File: src/rscp_pkg.sv
/*
 * constants for the radio serial control port: command codes, power-on
 * defaults, field positions, timing and the register map.
 * assumes a 25 MHz system clock and a 32-bit AXI4-Lite register bus.
 */
package rscp_pkg;
	// ------------------------------------------------------------
	// timing
	// ------------------------------------------------------------
	localparam int CLK_KHZ = 25000;
	localparam int POR_TIME_MS = 150;
	localparam int POR_CYCLES_DEF = POR_TIME_MS * CLK_KHZ;
	// ------------------------------------------------------------
	// command codes and decode masks
	// ------------------------------------------------------------
	localparam logic [15:0] M_BYTE = 16'hff00;
	localparam logic [15:0] M_NIB = 16'hf000;
	localparam logic [15:0] M_FIVE = 16'hf800;
	localparam logic [15:0] C_CFG = 16'h8000;
	localparam logic [15:0] C_PWR = 16'h8200;
	localparam logic [15:0] C_FREQ = 16'ha000;
	localparam logic [15:0] C_RATE = 16'hc600;
	localparam logic [15:0] C_RXC = 16'h9000;
	localparam logic [15:0] C_FIFO = 16'hca00;
	localparam logic [15:0] C_DUTY = 16'hc800;
	localparam logic [15:0] C_TXC = 16'h9800;
	localparam logic [15:0] C_TXW = 16'hb800;
	localparam logic [7:0] C_FRD = 8'hb0;
	// ------------------------------------------------------------
	// power-on defaults
	// ------------------------------------------------------------
	localparam logic [15:0] CFG_POR = 16'h8008;
	localparam logic [15:0] PWR_POR = 16'h8208;
	localparam logic [15:0] FREQ_POR = 16'ha680;
	localparam logic [15:0] RATE_POR = 16'hc623;
	localparam logic [15:0] RXC_POR = 16'h9080;
	localparam logic [15:0] FIFO_POR = 16'hca80;
	localparam logic [15:0] DUTY_POR = 16'hc80e;
	localparam logic [15:0] TXC_POR = 16'h9800;
	// ------------------------------------------------------------
	// field positions
	// ------------------------------------------------------------
	localparam int EL_BIT = 7;
	localparam int EF_BIT = 6;
	localparam int PSEL_BIT = 10;
	localparam int FLVL_LSB = 4;
	localparam int FSTART_BIT = 2;
	localparam int FFILL_BIT = 1;
	localparam int DUTY_EN_BIT = 0;
	localparam int DUTY_LSB = 1;
	localparam logic [11:0] FREQ_MIN = 12'h060;
	localparam logic [11:0] FREQ_MAX = 12'hf3f;
	// ------------------------------------------------------------
	// event flags (index in the flag vector)
	// ------------------------------------------------------------
	localparam int F_TXRDY = 7;
	localparam int F_FLVL = 6;
	localparam int F_POR = 5;
	localparam int F_OVR = 4;
	localparam int F_UNDR = 3;
	localparam int F_WAKE = 2;
	localparam int F_EXT = 1;
	localparam int F_LOWS = 0;
	localparam int EV_TX_TAKEN = 0;
	localparam int EV_UNDERRUN = 1;
	localparam int EV_WAKE = 2;
	localparam int EV_LOWSUP = 3;
	// ------------------------------------------------------------
	// register map (byte addresses)
	// ------------------------------------------------------------
	localparam logic [7:0] A_STATUS = 8'h00;
	localparam logic [7:0] A_EVENT = 8'h04;
	localparam logic [7:0] A_CTRL = 8'h08;
	localparam logic [7:0] A_RXPUSH = 8'h0c;
	localparam logic [7:0] A_CFG = 8'h10;
	localparam logic [7:0] A_PWR = 8'h14;
	localparam logic [7:0] A_FREQ = 8'h18;
	localparam logic [7:0] A_RATE = 8'h1c;
	localparam logic [7:0] A_RXC = 8'h20;
	localparam logic [7:0] A_FIFO = 8'h24;
	localparam logic [7:0] A_DUTY = 8'h28;
	localparam logic [7:0] A_TXC = 8'h2c;
	localparam logic [7:0] A_TXB = 8'h30;
	localparam logic [1:0] RESP_OK = 2'h0;
	localparam logic [1:0] RESP_ERR = 2'h2;
	typedef enum logic [1:0] {PH_CMD, PH_STATUS, PH_FIFO, PH_IGNORE}
		rscp_phase_e;
endpackage : rscp_pkg

File: src/rscp_port.sv
/*
 * serial command port of an fsk transceiver with its event and request
 * logic, plus an AXI4-Lite window for the radio core side.
 * assumes the serial pins are asynchronous to aclk and slower than aclk/4.
 */
// The placing of the registers and register access over AXI4-Lite are this design's own decisions.
`timescale 1ns/1ns
module rscp_port import rscp_pkg::*; #(
	parameter int POR_CYCLES = POR_CYCLES_DEF,
	parameter int RX_DEPTH = 16
) (
	input wire logic aclk,
	input wire logic aresetn,
	input wire logic [7:0] s_axi_awaddr,
	input wire logic s_axi_awvalid,
	output logic s_axi_awready,
	input wire logic [31:0] s_axi_wdata,
	input wire logic [3:0] s_axi_wstrb,
	input wire logic s_axi_wvalid,
	output logic s_axi_wready,
	output logic [1:0] s_axi_bresp,
	output logic s_axi_bvalid,
	input wire logic s_axi_bready,
	input wire logic [7:0] s_axi_araddr,
	input wire logic s_axi_arvalid,
	output logic s_axi_arready,
	output logic [31:0] s_axi_rdata,
	output logic [1:0] s_axi_rresp,
	output logic s_axi_rvalid,
	input wire logic s_axi_rready,
	input wire logic serial_clk,
	input wire logic port_select_n,
	input wire logic serial_cmd_in,
	output logic serial_status_out,
	output logic serial_status_oe_n,
	output logic host_attention_n,
	input wire logic ext_event_in_n,
	output logic valid_data_flag,
	output logic valid_data_oe_n
);
	localparam int PW = $clog2(RX_DEPTH);
	localparam int CW = $clog2(POR_CYCLES + 1);

	initial begin
		if (RX_DEPTH < 2 || (1 << PW) != RX_DEPTH)
			$error("RX_DEPTH must be a power of two, at least 2");
		if (POR_CYCLES < 1 || CW > 30)
			$error("POR_CYCLES out of range");
	end

	function automatic logic hit(input logic [15:0] w,
		input logic [15:0] code, input logic [15:0] mask);
		hit = (w & mask) == code;
	endfunction : hit

	// ------------------------------------------------------------
	// pin synchronisers
	// ------------------------------------------------------------
	logic sck_s1, sck_s2, sck_s3;
	logic sel_s1, sel_s2, sel_s3;
	logic sdi_s1, sdi_s2;
	logic ext_s1, ext_s2, ext_s3;

	always_ff @(posedge aclk) begin
		if (!aresetn) begin
			sck_s1 <= 1'b0;
			sck_s2 <= 1'b0;
			sck_s3 <= 1'b0;
			sel_s1 <= 1'b1;
			sel_s2 <= 1'b1;
			sel_s3 <= 1'b1;
			sdi_s1 <= 1'b0;
			sdi_s2 <= 1'b0;
			ext_s1 <= 1'b1;
			ext_s2 <= 1'b1;
			ext_s3 <= 1'b1;
		end else begin
			sck_s1 <= serial_clk;
			sck_s2 <= sck_s1;
			sck_s3 <= sck_s2;
			sel_s1 <= port_select_n;
			sel_s2 <= sel_s1;
			sel_s3 <= sel_s2;
			sdi_s1 <= serial_cmd_in;
			sdi_s2 <= sdi_s1;
			ext_s1 <= ext_event_in_n;
			ext_s2 <= ext_s1;
			ext_s3 <= ext_s2;
		end
	end

	logic sck_rise, sck_fall, frame_end;
	assign sck_rise = sck_s2 && !sck_s3 && !sel_s2;
	assign sck_fall = !sck_s2 && sck_s3 && !sel_s2;
	assign frame_end = sel_s2 && !sel_s3;

	// ------------------------------------------------------------
	// power-on timeout
	// ------------------------------------------------------------
	logic [CW-1:0] por_cnt_reg;
	logic por_busy;
	assign por_busy = por_cnt_reg != '0;

	always_ff @(posedge aclk) begin
		if (!aresetn)
			por_cnt_reg <= CW'(POR_CYCLES);
		else if (por_busy)
			por_cnt_reg <= por_cnt_reg - 1'b1;
	end

	// ------------------------------------------------------------
	// serial receiver and transmitter
	// ------------------------------------------------------------
	rscp_phase_e phase_reg;
	logic [4:0] bit_cnt_reg;
	logic [15:0] shift_reg, shift_next, out_shift_reg;
	logic out_bit_reg;
	logic [7:0] snap_reg, flags_reg;
	logic [7:0] fifo_head;
	logic fifo_empty, cmd_strobe, fifo_pop;
	logic [15:0] status_word;

	assign shift_next = {shift_reg[14:0], sdi_s2};
	assign cmd_strobe = sck_rise && bit_cnt_reg == 5'h0f
		&& phase_reg == PH_CMD;
	assign fifo_pop = sck_rise && bit_cnt_reg == 5'h07
		&& phase_reg == PH_CMD && shift_next[7:0] == C_FRD
		&& !fifo_empty;
	// source of the request is visible here, on the serial status and in the A_STATUS read
	assign status_word = {flags_reg, fifo_empty, valid_data_flag,
		6'h00};

	always_ff @(posedge aclk) begin
		if (!aresetn || sel_s2) begin
			phase_reg <= PH_CMD;
			bit_cnt_reg <= 5'h00;
			shift_reg <= 16'h0000;
		end else if (sck_rise) begin
			shift_reg <= shift_next;
			if (bit_cnt_reg != 5'h1f)
				bit_cnt_reg <= bit_cnt_reg + 1'b1;
			if (bit_cnt_reg == 5'h00) begin
				if (por_busy)
					phase_reg <= PH_IGNORE;
				else if (!sdi_s2)
					phase_reg <= PH_STATUS;
			end else if (bit_cnt_reg == 5'h07 && phase_reg == PH_CMD
				&& shift_next[7:0] == C_FRD) begin
				phase_reg <= PH_FIFO;
			end
		end
	end

	always_ff @(posedge aclk) begin
		if (!aresetn) begin
			out_shift_reg <= 16'h0000;
			out_bit_reg <= 1'b0;
			snap_reg <= 8'h00;
		end else if (sel_s2) begin
			out_bit_reg <= 1'b0;
		end else if (sck_rise && bit_cnt_reg == 5'h00 && !por_busy
			&& !sdi_s2) begin
			out_shift_reg <= status_word;
			snap_reg <= flags_reg;
		end else if (fifo_pop) begin
			out_shift_reg <= {fifo_head, 8'h00};
		end else if (sck_fall && (phase_reg == PH_STATUS
			|| phase_reg == PH_FIFO)) begin
			out_bit_reg <= out_shift_reg[15];
			out_shift_reg <= {out_shift_reg[14:0], 1'b0};
		end
	end

	assign serial_status_out = out_bit_reg;
	assign serial_status_oe_n = sel_s2;

	// ------------------------------------------------------------
	// command registers
	// ------------------------------------------------------------
	logic [15:0] cfg_reg, pwr_reg, freq_reg, rate_reg;
	logic [15:0] rxc_reg, fifo_reg, duty_reg, txc_reg;
	logic [7:0] tx_byte_value;
	logic tx_full_reg;
	logic tx_data_reg_enable, rx_fifo_enable, shared_pin_select;
	logic [3:0] fifo_fill_level;
	logic [11:0] carrier_freq_word;

	assign tx_data_reg_enable = cfg_reg[EL_BIT];
	assign rx_fifo_enable = cfg_reg[EF_BIT];
	assign shared_pin_select = rxc_reg[PSEL_BIT];
	assign fifo_fill_level = fifo_reg[FLVL_LSB +: 4];
	assign carrier_freq_word = freq_reg[11:0];

	always_ff @(posedge aclk) begin
		if (!aresetn) begin
			cfg_reg <= CFG_POR;
			pwr_reg <= PWR_POR;
			rate_reg <= RATE_POR;
			rxc_reg <= RXC_POR;
			fifo_reg <= FIFO_POR;
			duty_reg <= DUTY_POR;
			txc_reg <= TXC_POR;
		end else if (cmd_strobe) begin
			// every field bit stored as sent: one on, zero off
			if (hit(shift_next, C_CFG, M_BYTE))
				cfg_reg <= shift_next;
			if (hit(shift_next, C_PWR, M_BYTE))
				pwr_reg <= shift_next;
			if (hit(shift_next, C_RATE, M_BYTE))
				rate_reg <= shift_next;
			if (hit(shift_next, C_RXC, M_FIVE))
				rxc_reg <= shift_next;
			if (hit(shift_next, C_FIFO, M_BYTE))
				fifo_reg <= shift_next;
			if (hit(shift_next, C_DUTY, M_BYTE))
				duty_reg <= shift_next;
			if (hit(shift_next, C_TXC, M_FIVE))
				txc_reg <= shift_next;
		end
	end

	always_ff @(posedge aclk) begin
		if (!aresetn)
			freq_reg <= FREQ_POR;
		else if (cmd_strobe && hit(shift_next, C_FREQ, M_NIB)
			&& shift_next[11:0] >= FREQ_MIN
			&& shift_next[11:0] <= FREQ_MAX)
			freq_reg <= shift_next;
	end

	logic [3:0] ev_pulse;

	always_ff @(posedge aclk) begin
		if (!aresetn) begin
			tx_byte_value <= 8'h00;
			tx_full_reg <= 1'b0;
		end else if (cmd_strobe && hit(shift_next, C_TXW, M_BYTE)) begin
			tx_byte_value <= shift_next[7:0];
			tx_full_reg <= 1'b1;
		end else if (ev_pulse[EV_TX_TAKEN]) begin
			tx_full_reg <= 1'b0;
		end
	end

	// ------------------------------------------------------------
	// receive fifo
	// ------------------------------------------------------------
	logic [7:0] fifo_mem [RX_DEPTH];
	logic [PW-1:0] wr_ptr_reg, rd_ptr_reg;
	logic [PW:0] count_reg;
	logic push_req, push, fifo_full;
	logic [7:0] push_data;

	assign fifo_empty = count_reg == '0;
	assign fifo_full = count_reg == (PW+1)'(RX_DEPTH);
	assign push = push_req && rx_fifo_enable && fifo_reg[FFILL_BIT]
		&& !fifo_full;
	assign fifo_head = fifo_mem[rd_ptr_reg];

	always_ff @(posedge aclk) begin
		if (push)
			fifo_mem[wr_ptr_reg] <= push_data;
	end

	always_ff @(posedge aclk) begin
		if (!aresetn || !rx_fifo_enable) begin
			wr_ptr_reg <= '0;
			rd_ptr_reg <= '0;
			count_reg <= '0;
		end else begin
			if (push)
				wr_ptr_reg <= wr_ptr_reg + 1'b1;
			if (fifo_pop)
				rd_ptr_reg <= rd_ptr_reg + 1'b1;
			if (push && !fifo_pop)
				count_reg <= count_reg + 1'b1;
			else if (fifo_pop && !push)
				count_reg <= count_reg - 1'b1;
		end
	end

	// ------------------------------------------------------------
	// event flags and request line
	// ------------------------------------------------------------
	logic [7:0] set_vec, clr_vec;
	logic [PW+3:0] fill_bits;

	assign fill_bits = {count_reg + 1'b1, 3'b000};

	always_comb begin
		set_vec = 8'h00;
		set_vec[F_TXRDY] = tx_data_reg_enable
			&& ev_pulse[EV_TX_TAKEN];
		set_vec[F_UNDR] = tx_data_reg_enable
			&& ev_pulse[EV_UNDERRUN];
		set_vec[F_FLVL] = rx_fifo_enable && push
			&& fill_bits >= (PW+4)'(fifo_fill_level);
		set_vec[F_OVR] = rx_fifo_enable && push_req
			&& fifo_full;
		set_vec[F_WAKE] = ev_pulse[EV_WAKE];
		set_vec[F_LOWS] = ev_pulse[EV_LOWSUP];
		set_vec[F_EXT] = !shared_pin_select && !ext_s2
			&& ext_s3;
	end

	assign clr_vec = (frame_end && phase_reg == PH_STATUS)
		? snap_reg : 8'h00;

	always_ff @(posedge aclk) begin
		if (!aresetn)
			flags_reg <= 8'h20;
		else
			flags_reg <= (flags_reg & ~clr_vec) | set_vec;
	end

	assign host_attention_n = !(|flags_reg);

	// ------------------------------------------------------------
	// AXI4-Lite slave
	// ------------------------------------------------------------
	logic wr_go, ar_go, bvalid_reg, rvalid_reg;
	logic [1:0] bresp_reg, rresp_reg;
	logic [31:0] rdata_reg;
	logic [7:0] ctrl_reg;

	assign wr_go = s_axi_awvalid && s_axi_wvalid && !bvalid_reg;
	assign ar_go = s_axi_arvalid && !rvalid_reg;
	assign s_axi_awready = wr_go;
	assign s_axi_wready = wr_go;
	assign s_axi_arready = ar_go;
	assign s_axi_bvalid = bvalid_reg;
	assign s_axi_bresp = bresp_reg;
	assign s_axi_rvalid = rvalid_reg;
	assign s_axi_rresp = rresp_reg;
	assign s_axi_rdata = rdata_reg;
	assign ev_pulse = (wr_go && s_axi_awaddr == A_EVENT
		&& s_axi_wstrb[0]) ? s_axi_wdata[3:0] : 4'h0;
	assign push_req = wr_go && s_axi_awaddr == A_RXPUSH
		&& s_axi_wstrb[0];
	assign push_data = s_axi_wdata[7:0];

	always_ff @(posedge aclk) begin
		if (!aresetn) begin
			bvalid_reg <= 1'b0;
			bresp_reg <= RESP_OK;
		end else if (wr_go) begin
			bvalid_reg <= 1'b1;
			if (s_axi_awaddr == A_EVENT || s_axi_awaddr == A_CTRL
				|| s_axi_awaddr == A_RXPUSH)
				bresp_reg <= RESP_OK;
			else
				bresp_reg <= RESP_ERR;
		end else if (s_axi_bready) begin
			bvalid_reg <= 1'b0;
		end
	end

	always_ff @(posedge aclk) begin
		if (!aresetn)
			ctrl_reg <= 8'h00;
		else if (wr_go && s_axi_awaddr == A_CTRL && s_axi_wstrb[0])
			ctrl_reg <= s_axi_wdata[7:0];
	end

	always_ff @(posedge aclk) begin
		if (!aresetn) begin
			rvalid_reg <= 1'b0;
			rresp_reg <= RESP_OK;
			rdata_reg <= 32'h00000000;
		end else if (ar_go) begin
			rvalid_reg <= 1'b1;
			rresp_reg <= RESP_OK;
			case (s_axi_araddr)
			A_STATUS: rdata_reg <= {15'h0000, por_busy,
				status_word};
			A_CTRL: rdata_reg <= {24'h000000, ctrl_reg};
			A_CFG: rdata_reg <= {16'h0000, cfg_reg};
			A_PWR: rdata_reg <= {16'h0000, pwr_reg};
			A_FREQ: rdata_reg <= {20'h00000, carrier_freq_word};
			A_RATE: rdata_reg <= {16'h0000, rate_reg};
			A_RXC: rdata_reg <= {16'h0000, rxc_reg};
			A_FIFO: rdata_reg <= {16'h0000, fifo_reg};
			A_DUTY: rdata_reg <= {16'h0000, duty_reg};
			A_TXC: rdata_reg <= {16'h0000, txc_reg};
			A_TXB: rdata_reg <= {23'h000000, tx_full_reg,
				tx_byte_value};
			default: begin
				rdata_reg <= 32'h00000000;
				rresp_reg <= RESP_ERR;
			end
			endcase
		end else if (s_axi_rready) begin
			rvalid_reg <= 1'b0;
		end
	end

	// ------------------------------------------------------------
	// shared pin
	// ------------------------------------------------------------
	assign valid_data_flag = ctrl_reg[0];
	assign valid_data_oe_n = !shared_pin_select;
endmodule : rscp_port

File: config.mk
export PLATFORM = sky130hd
export DESIGN_NAME = rscp_port
export DESIGN_NICKNAME = d
export VERILOG_FILES = /design/src/rscp_pkg.sv /design/src/rscp_port.sv
export SDC_FILE = /design/constraint.sdc
export NUM_CORES = 1
export LEC_CHECK = 0
export BUFFER_PORTS_ARGS = -buffer_cell sky130_fd_sc_hd__clkbuf_2
export CELL_PAD_IN_SITES_DETAIL_PLACEMENT = 0
export CELL_PAD_IN_SITES_GLOBAL_PLACEMENT = 1
export CORE_MARGIN = 3
export CORE_UTILIZATION = 46
export CTS_BUF_LIST = sky130_fd_sc_hd__clkbuf_4 sky130_fd_sc_hd__clkbuf_8
export DETAILED_ROUTE_END_ITERATION = 8
export GPL_TIMING_DRIVEN = 0
export PLACE_DENSITY_LB_ADDON = 0.1
export SLEW_MARGIN = 20
export SYNTH_ARGS = -nofsm -noshare
export SYNTH_HDL_FRONTEND = slang
export SYNTH_SLANG_ARGS = --single-unit
File: constraint.sdc
create_clock -name aclk -period 2.65 [get_ports aclk]
set_input_delay 0.1325 -clock aclk [delete_from_list [all_inputs] [get_ports aclk]]
set_output_delay 0.1325 -clock aclk [all_outputs]
set_load 0.005 [all_outputs]
==> qor.csv <==
metric;value;unit
DR iter-0 viols;856;
Fill cells;3190;
CP top delay family;simple AND/OR/NAND/NOR gates;
CTS max path bufs;3;
final period demand of the worst path;2510;ps
CP peak stage delay;420;ps
Max transition margin;19.7;%
register area share after synthesis;54.2;%
Max Cap Viol;0;
clock-pin slew on the worst setup and hold paths;60;ps
max reg flops;128;
WL final;47400;um
startpoint types;flip-flop;
TritonCTS Buffers;68;
Crit path buffers/inverters;2;
Max VDD drop;0.358;mV
Initial Util;46.8;%
Unique masters post-synth;85;
Die W;197;um
worst hold path type;in2reg;
Avg Cell Area, Syn;11.4;sq um
hpwl dp;33300;um
via count;11869;
First-pass DRT Iterations;7;
worst endpoint data arrival time;2990;ps
routed length per instance;22.1;um
synthesized area;16700;sq um
Post-synth EDFFs;128;
clock root cell;clkbuf_8;
pin count of the biggest net entering global routing;20;
total global routing overflow;0;
CP max FO;10;
warnings from Yosys;0;
unrepaired setup endpoints after global routing;true;
Area Growth Syn to Fin;16.1;%
core area;35700;sq um
routability cong.;0.902;
outcome;finished clean;
post-route setup TNS;0;ps
number of global-route vias before repair;11651;
# IOs;109;
Clk Latency, worst-skew pair;620;ps
DR vias/cell;5.54;
count of final setup violators;0;
Async SR Flop Fraction;0;%
DRC viols;0;
Seq cells post-synth;389;
Post-synth top flop;dfxtp_1;
Cell Chain, Critical Path;or3b_1, clkbuf_4, buf_4, or3_4, ha_4, or4_1, a21oi_2, xnor2_1, nor2_1;
initial antenna violation count;1;
Die Footprint;38700;sq um
share of layout cells above drive strength 1;21.2;%
Synth Instances;1465;
commonest cells after routing, fill and taps aside;259 x dfxtp_1, 130 x mux2i_1, 128 x edfxtp_1;
Chip Height;197;um
first-pass GRT wire length;71700;um
I/O Buffers;60;
Layout Skew;39.2;ps
Fin. Hold Viols;0;
crit path max-delay cell type;or4_1;
LEAKAGE;7.20;nW
H-tree Lvls;3;
Final nets;1714;
TritonCTS clock tree;yes;
period utilisation layout;94.8;%
Core Rows;69;
Clock Sinks;389;
fin. max-slew vios;0;
Critical Path RT;3130;ps
Total GRT Usage;24.6;%
commonest non-fill, non-tap cell in the layout;dfxtp_1;
Setup Crit Path Kind;reg2reg;
Max Freq;0.398;GHz
power density over the cells;623;nW/um^2
crit end category;flip-flop;
Slew @ Worst Pin;1190;ps
Post-DRT Antenna Nets;0;
Hold Worst Slack;41.3;ps
## cell families (layout without fill, tap and decap cells)
logic type               count (synthesis)  after routing  share of synthesized area [%]
other                                    1             18                         0.0224
flip-flops                             389            389                           54.2
AO/OA/AOI/OAI                          193            193                           8.04
AND/OR/NAND/NOR                        521            521                           17.3
multiplexers                           182            182                           13.9
buffers and inverters                  135            335                           3.78
XOR/XNOR                                25             25                           1.31
adder cells (fa/ha/maj)                 19             19                           1.42
## cells in the mapped netlist (5+ instances only)
| cell type | count | share of area (%) |
|---|---|---|
| xor2_1 | 15 | 0.79 |
| or4_1 | 9 | 0.40 |
| mux2i_1 | 130 | 7.8 |
| a21boi_2 | 10 | 0.67 |
| nand3_1 | 31 | 0.93 |
| mux2_2 | 13 | 0.88 |
| o211ai_1 | 6 | 0.27 |
| o221ai_1 | 7 | 0.37 |
| o21ai_0 | 44 | 1.3 |
| buf_2 | 22 | 0.66 |
| dfxtp_1 | 261 | 31 |
| ha_1 | 19 | 1.4 |
| a211oi_1 | 6 | 0.27 |
| nand2b_1 | 13 | 0.49 |
| nor2_1 | 63 | 1.4 |
| or3_1 | 11 | 0.41 |
| nor2b_1 | 79 | 3.0 |
| or2_2 | 18 | 0.67 |
| nor3b_1 | 8 | 0.36 |
| nand3b_1 | 6 | 0.27 |
| nand4_1 | 7 | 0.26 |
| buf_1 | 7 | 0.16 |
| a22o_1 | 11 | 0.58 |
| and3_1 | 36 | 1.3 |
| edfxtp_1 | 128 | 23 |
| a21boi_1 | 8 | 0.36 |
| buf_4 | 22 | 0.99 |
| nor3_1 | 36 | 1.1 |
| nor4_1 | 13 | 0.49 |
| mux4_2 | 39 | 5.3 |
| a22oi_1 | 22 | 0.99 |
| a31oi_1 | 5 | 0.19 |
| nand2_2 | 6 | 0.22 |
| nand2_1 | 129 | 2.9 |
| and2_1 | 22 | 0.82 |
| clkbuf_1 | 62 | 1.4 |
| o22ai_1 | 6 | 0.22 |
| a21oi_1 | 38 | 1.1 |
| xnor2_1 | 10 | 0.52 |
| inv_1 | 20 | 0.45 |
## layout make-up
type                            count  area (sq um)  share of cell area (%)
Tap cell                          461           577                    2.97
Buffer                            114           566                    2.91
Inverter                           20          75.1                   0.386
Clock buffer                       97          1220                    6.29
Multi-Input combinational cell    957          7280                    37.4
Antenna cell                        1          2.50                  0.0129
Timing Repair Buffer               82           533                    2.74
Sequential cell                   389          9070                    46.7
Clock inverter                     22           106                   0.547
## repair_timing
action / 4_1_cts / 5_1_grt
setup endpoints to repair: 108 / 171
hold buffers: 17 / 0
pin swaps: 1 / 2
resized for setup: 12 / 32
buffers inserted: 1 / 4
endpoints found under the hold margin: 31 / 0
## path summary, 6_finish.rpt
check	start	endpoint	slack [ps]	cells past startpoint
setup / recovery	serial_status_oe_n$_SDFF_PN1_	count_reg[3]$_SDFFE_PP0P_	140	9
hold / removal	s_axi_awaddr[3]	wr_ptr_reg[1]$_SDFFE_PP0P_	40	6
setup reg to reg	serial_status_oe_n$_SDFF_PN1_	count_reg[3]$_SDFFE_PP0P_	140	9
hold reg to reg	sel_s1$_SDFF_PN1_	serial_status_oe_n$_SDFF_PN1_	400	1
## stage by stage
stage               utilization, %  instance area, sq um  setup WS (ps)  power, mW  instances
floorplan                        -                 16800            169       6.57       1481
global placement              49.4                 17700           -645       6.77       2002
detailed placement            49.5                 17700           -316       6.77       2002
CTS                           53.9                 19200           -132       12.2       2139
global route                  54.4                 19400          -63.0       12.5       2142
finish                        54.4                 19400            139       12.1       2143
## power breakdown
part | leakage (nW) | total (mW) | switching (mW) | internal (mW)
registers | 3.26 | 6.21 | 0.0314 | 6.18
clock network | 0.704 | 5.43 | 2.46 | 2.97
logic | 3.24 | 0.459 | 0.292 | 0.167
## worst reg2reg max path, stage by stage (launching register included)
cell	delay, ps
dfxtp_2	350
or3b_1	350
clkbuf_4	200
buf_4	200
or3_4	370
ha_4	190
or4_1	420
a21oi_2	160
xnor2_1	120
nor2_1	50
## per-layer routing
metal	vias up	part of all wire (%)	global-route usage (%)
li1	5630	-	-
met1	5818	46	34.9
met2	336	45	37.4
met3	83	6.4	6.05
met4	2	2.7	7.52
met5	-	0.027	0
No activity file was read; power rests on OpenSTA's default activity.
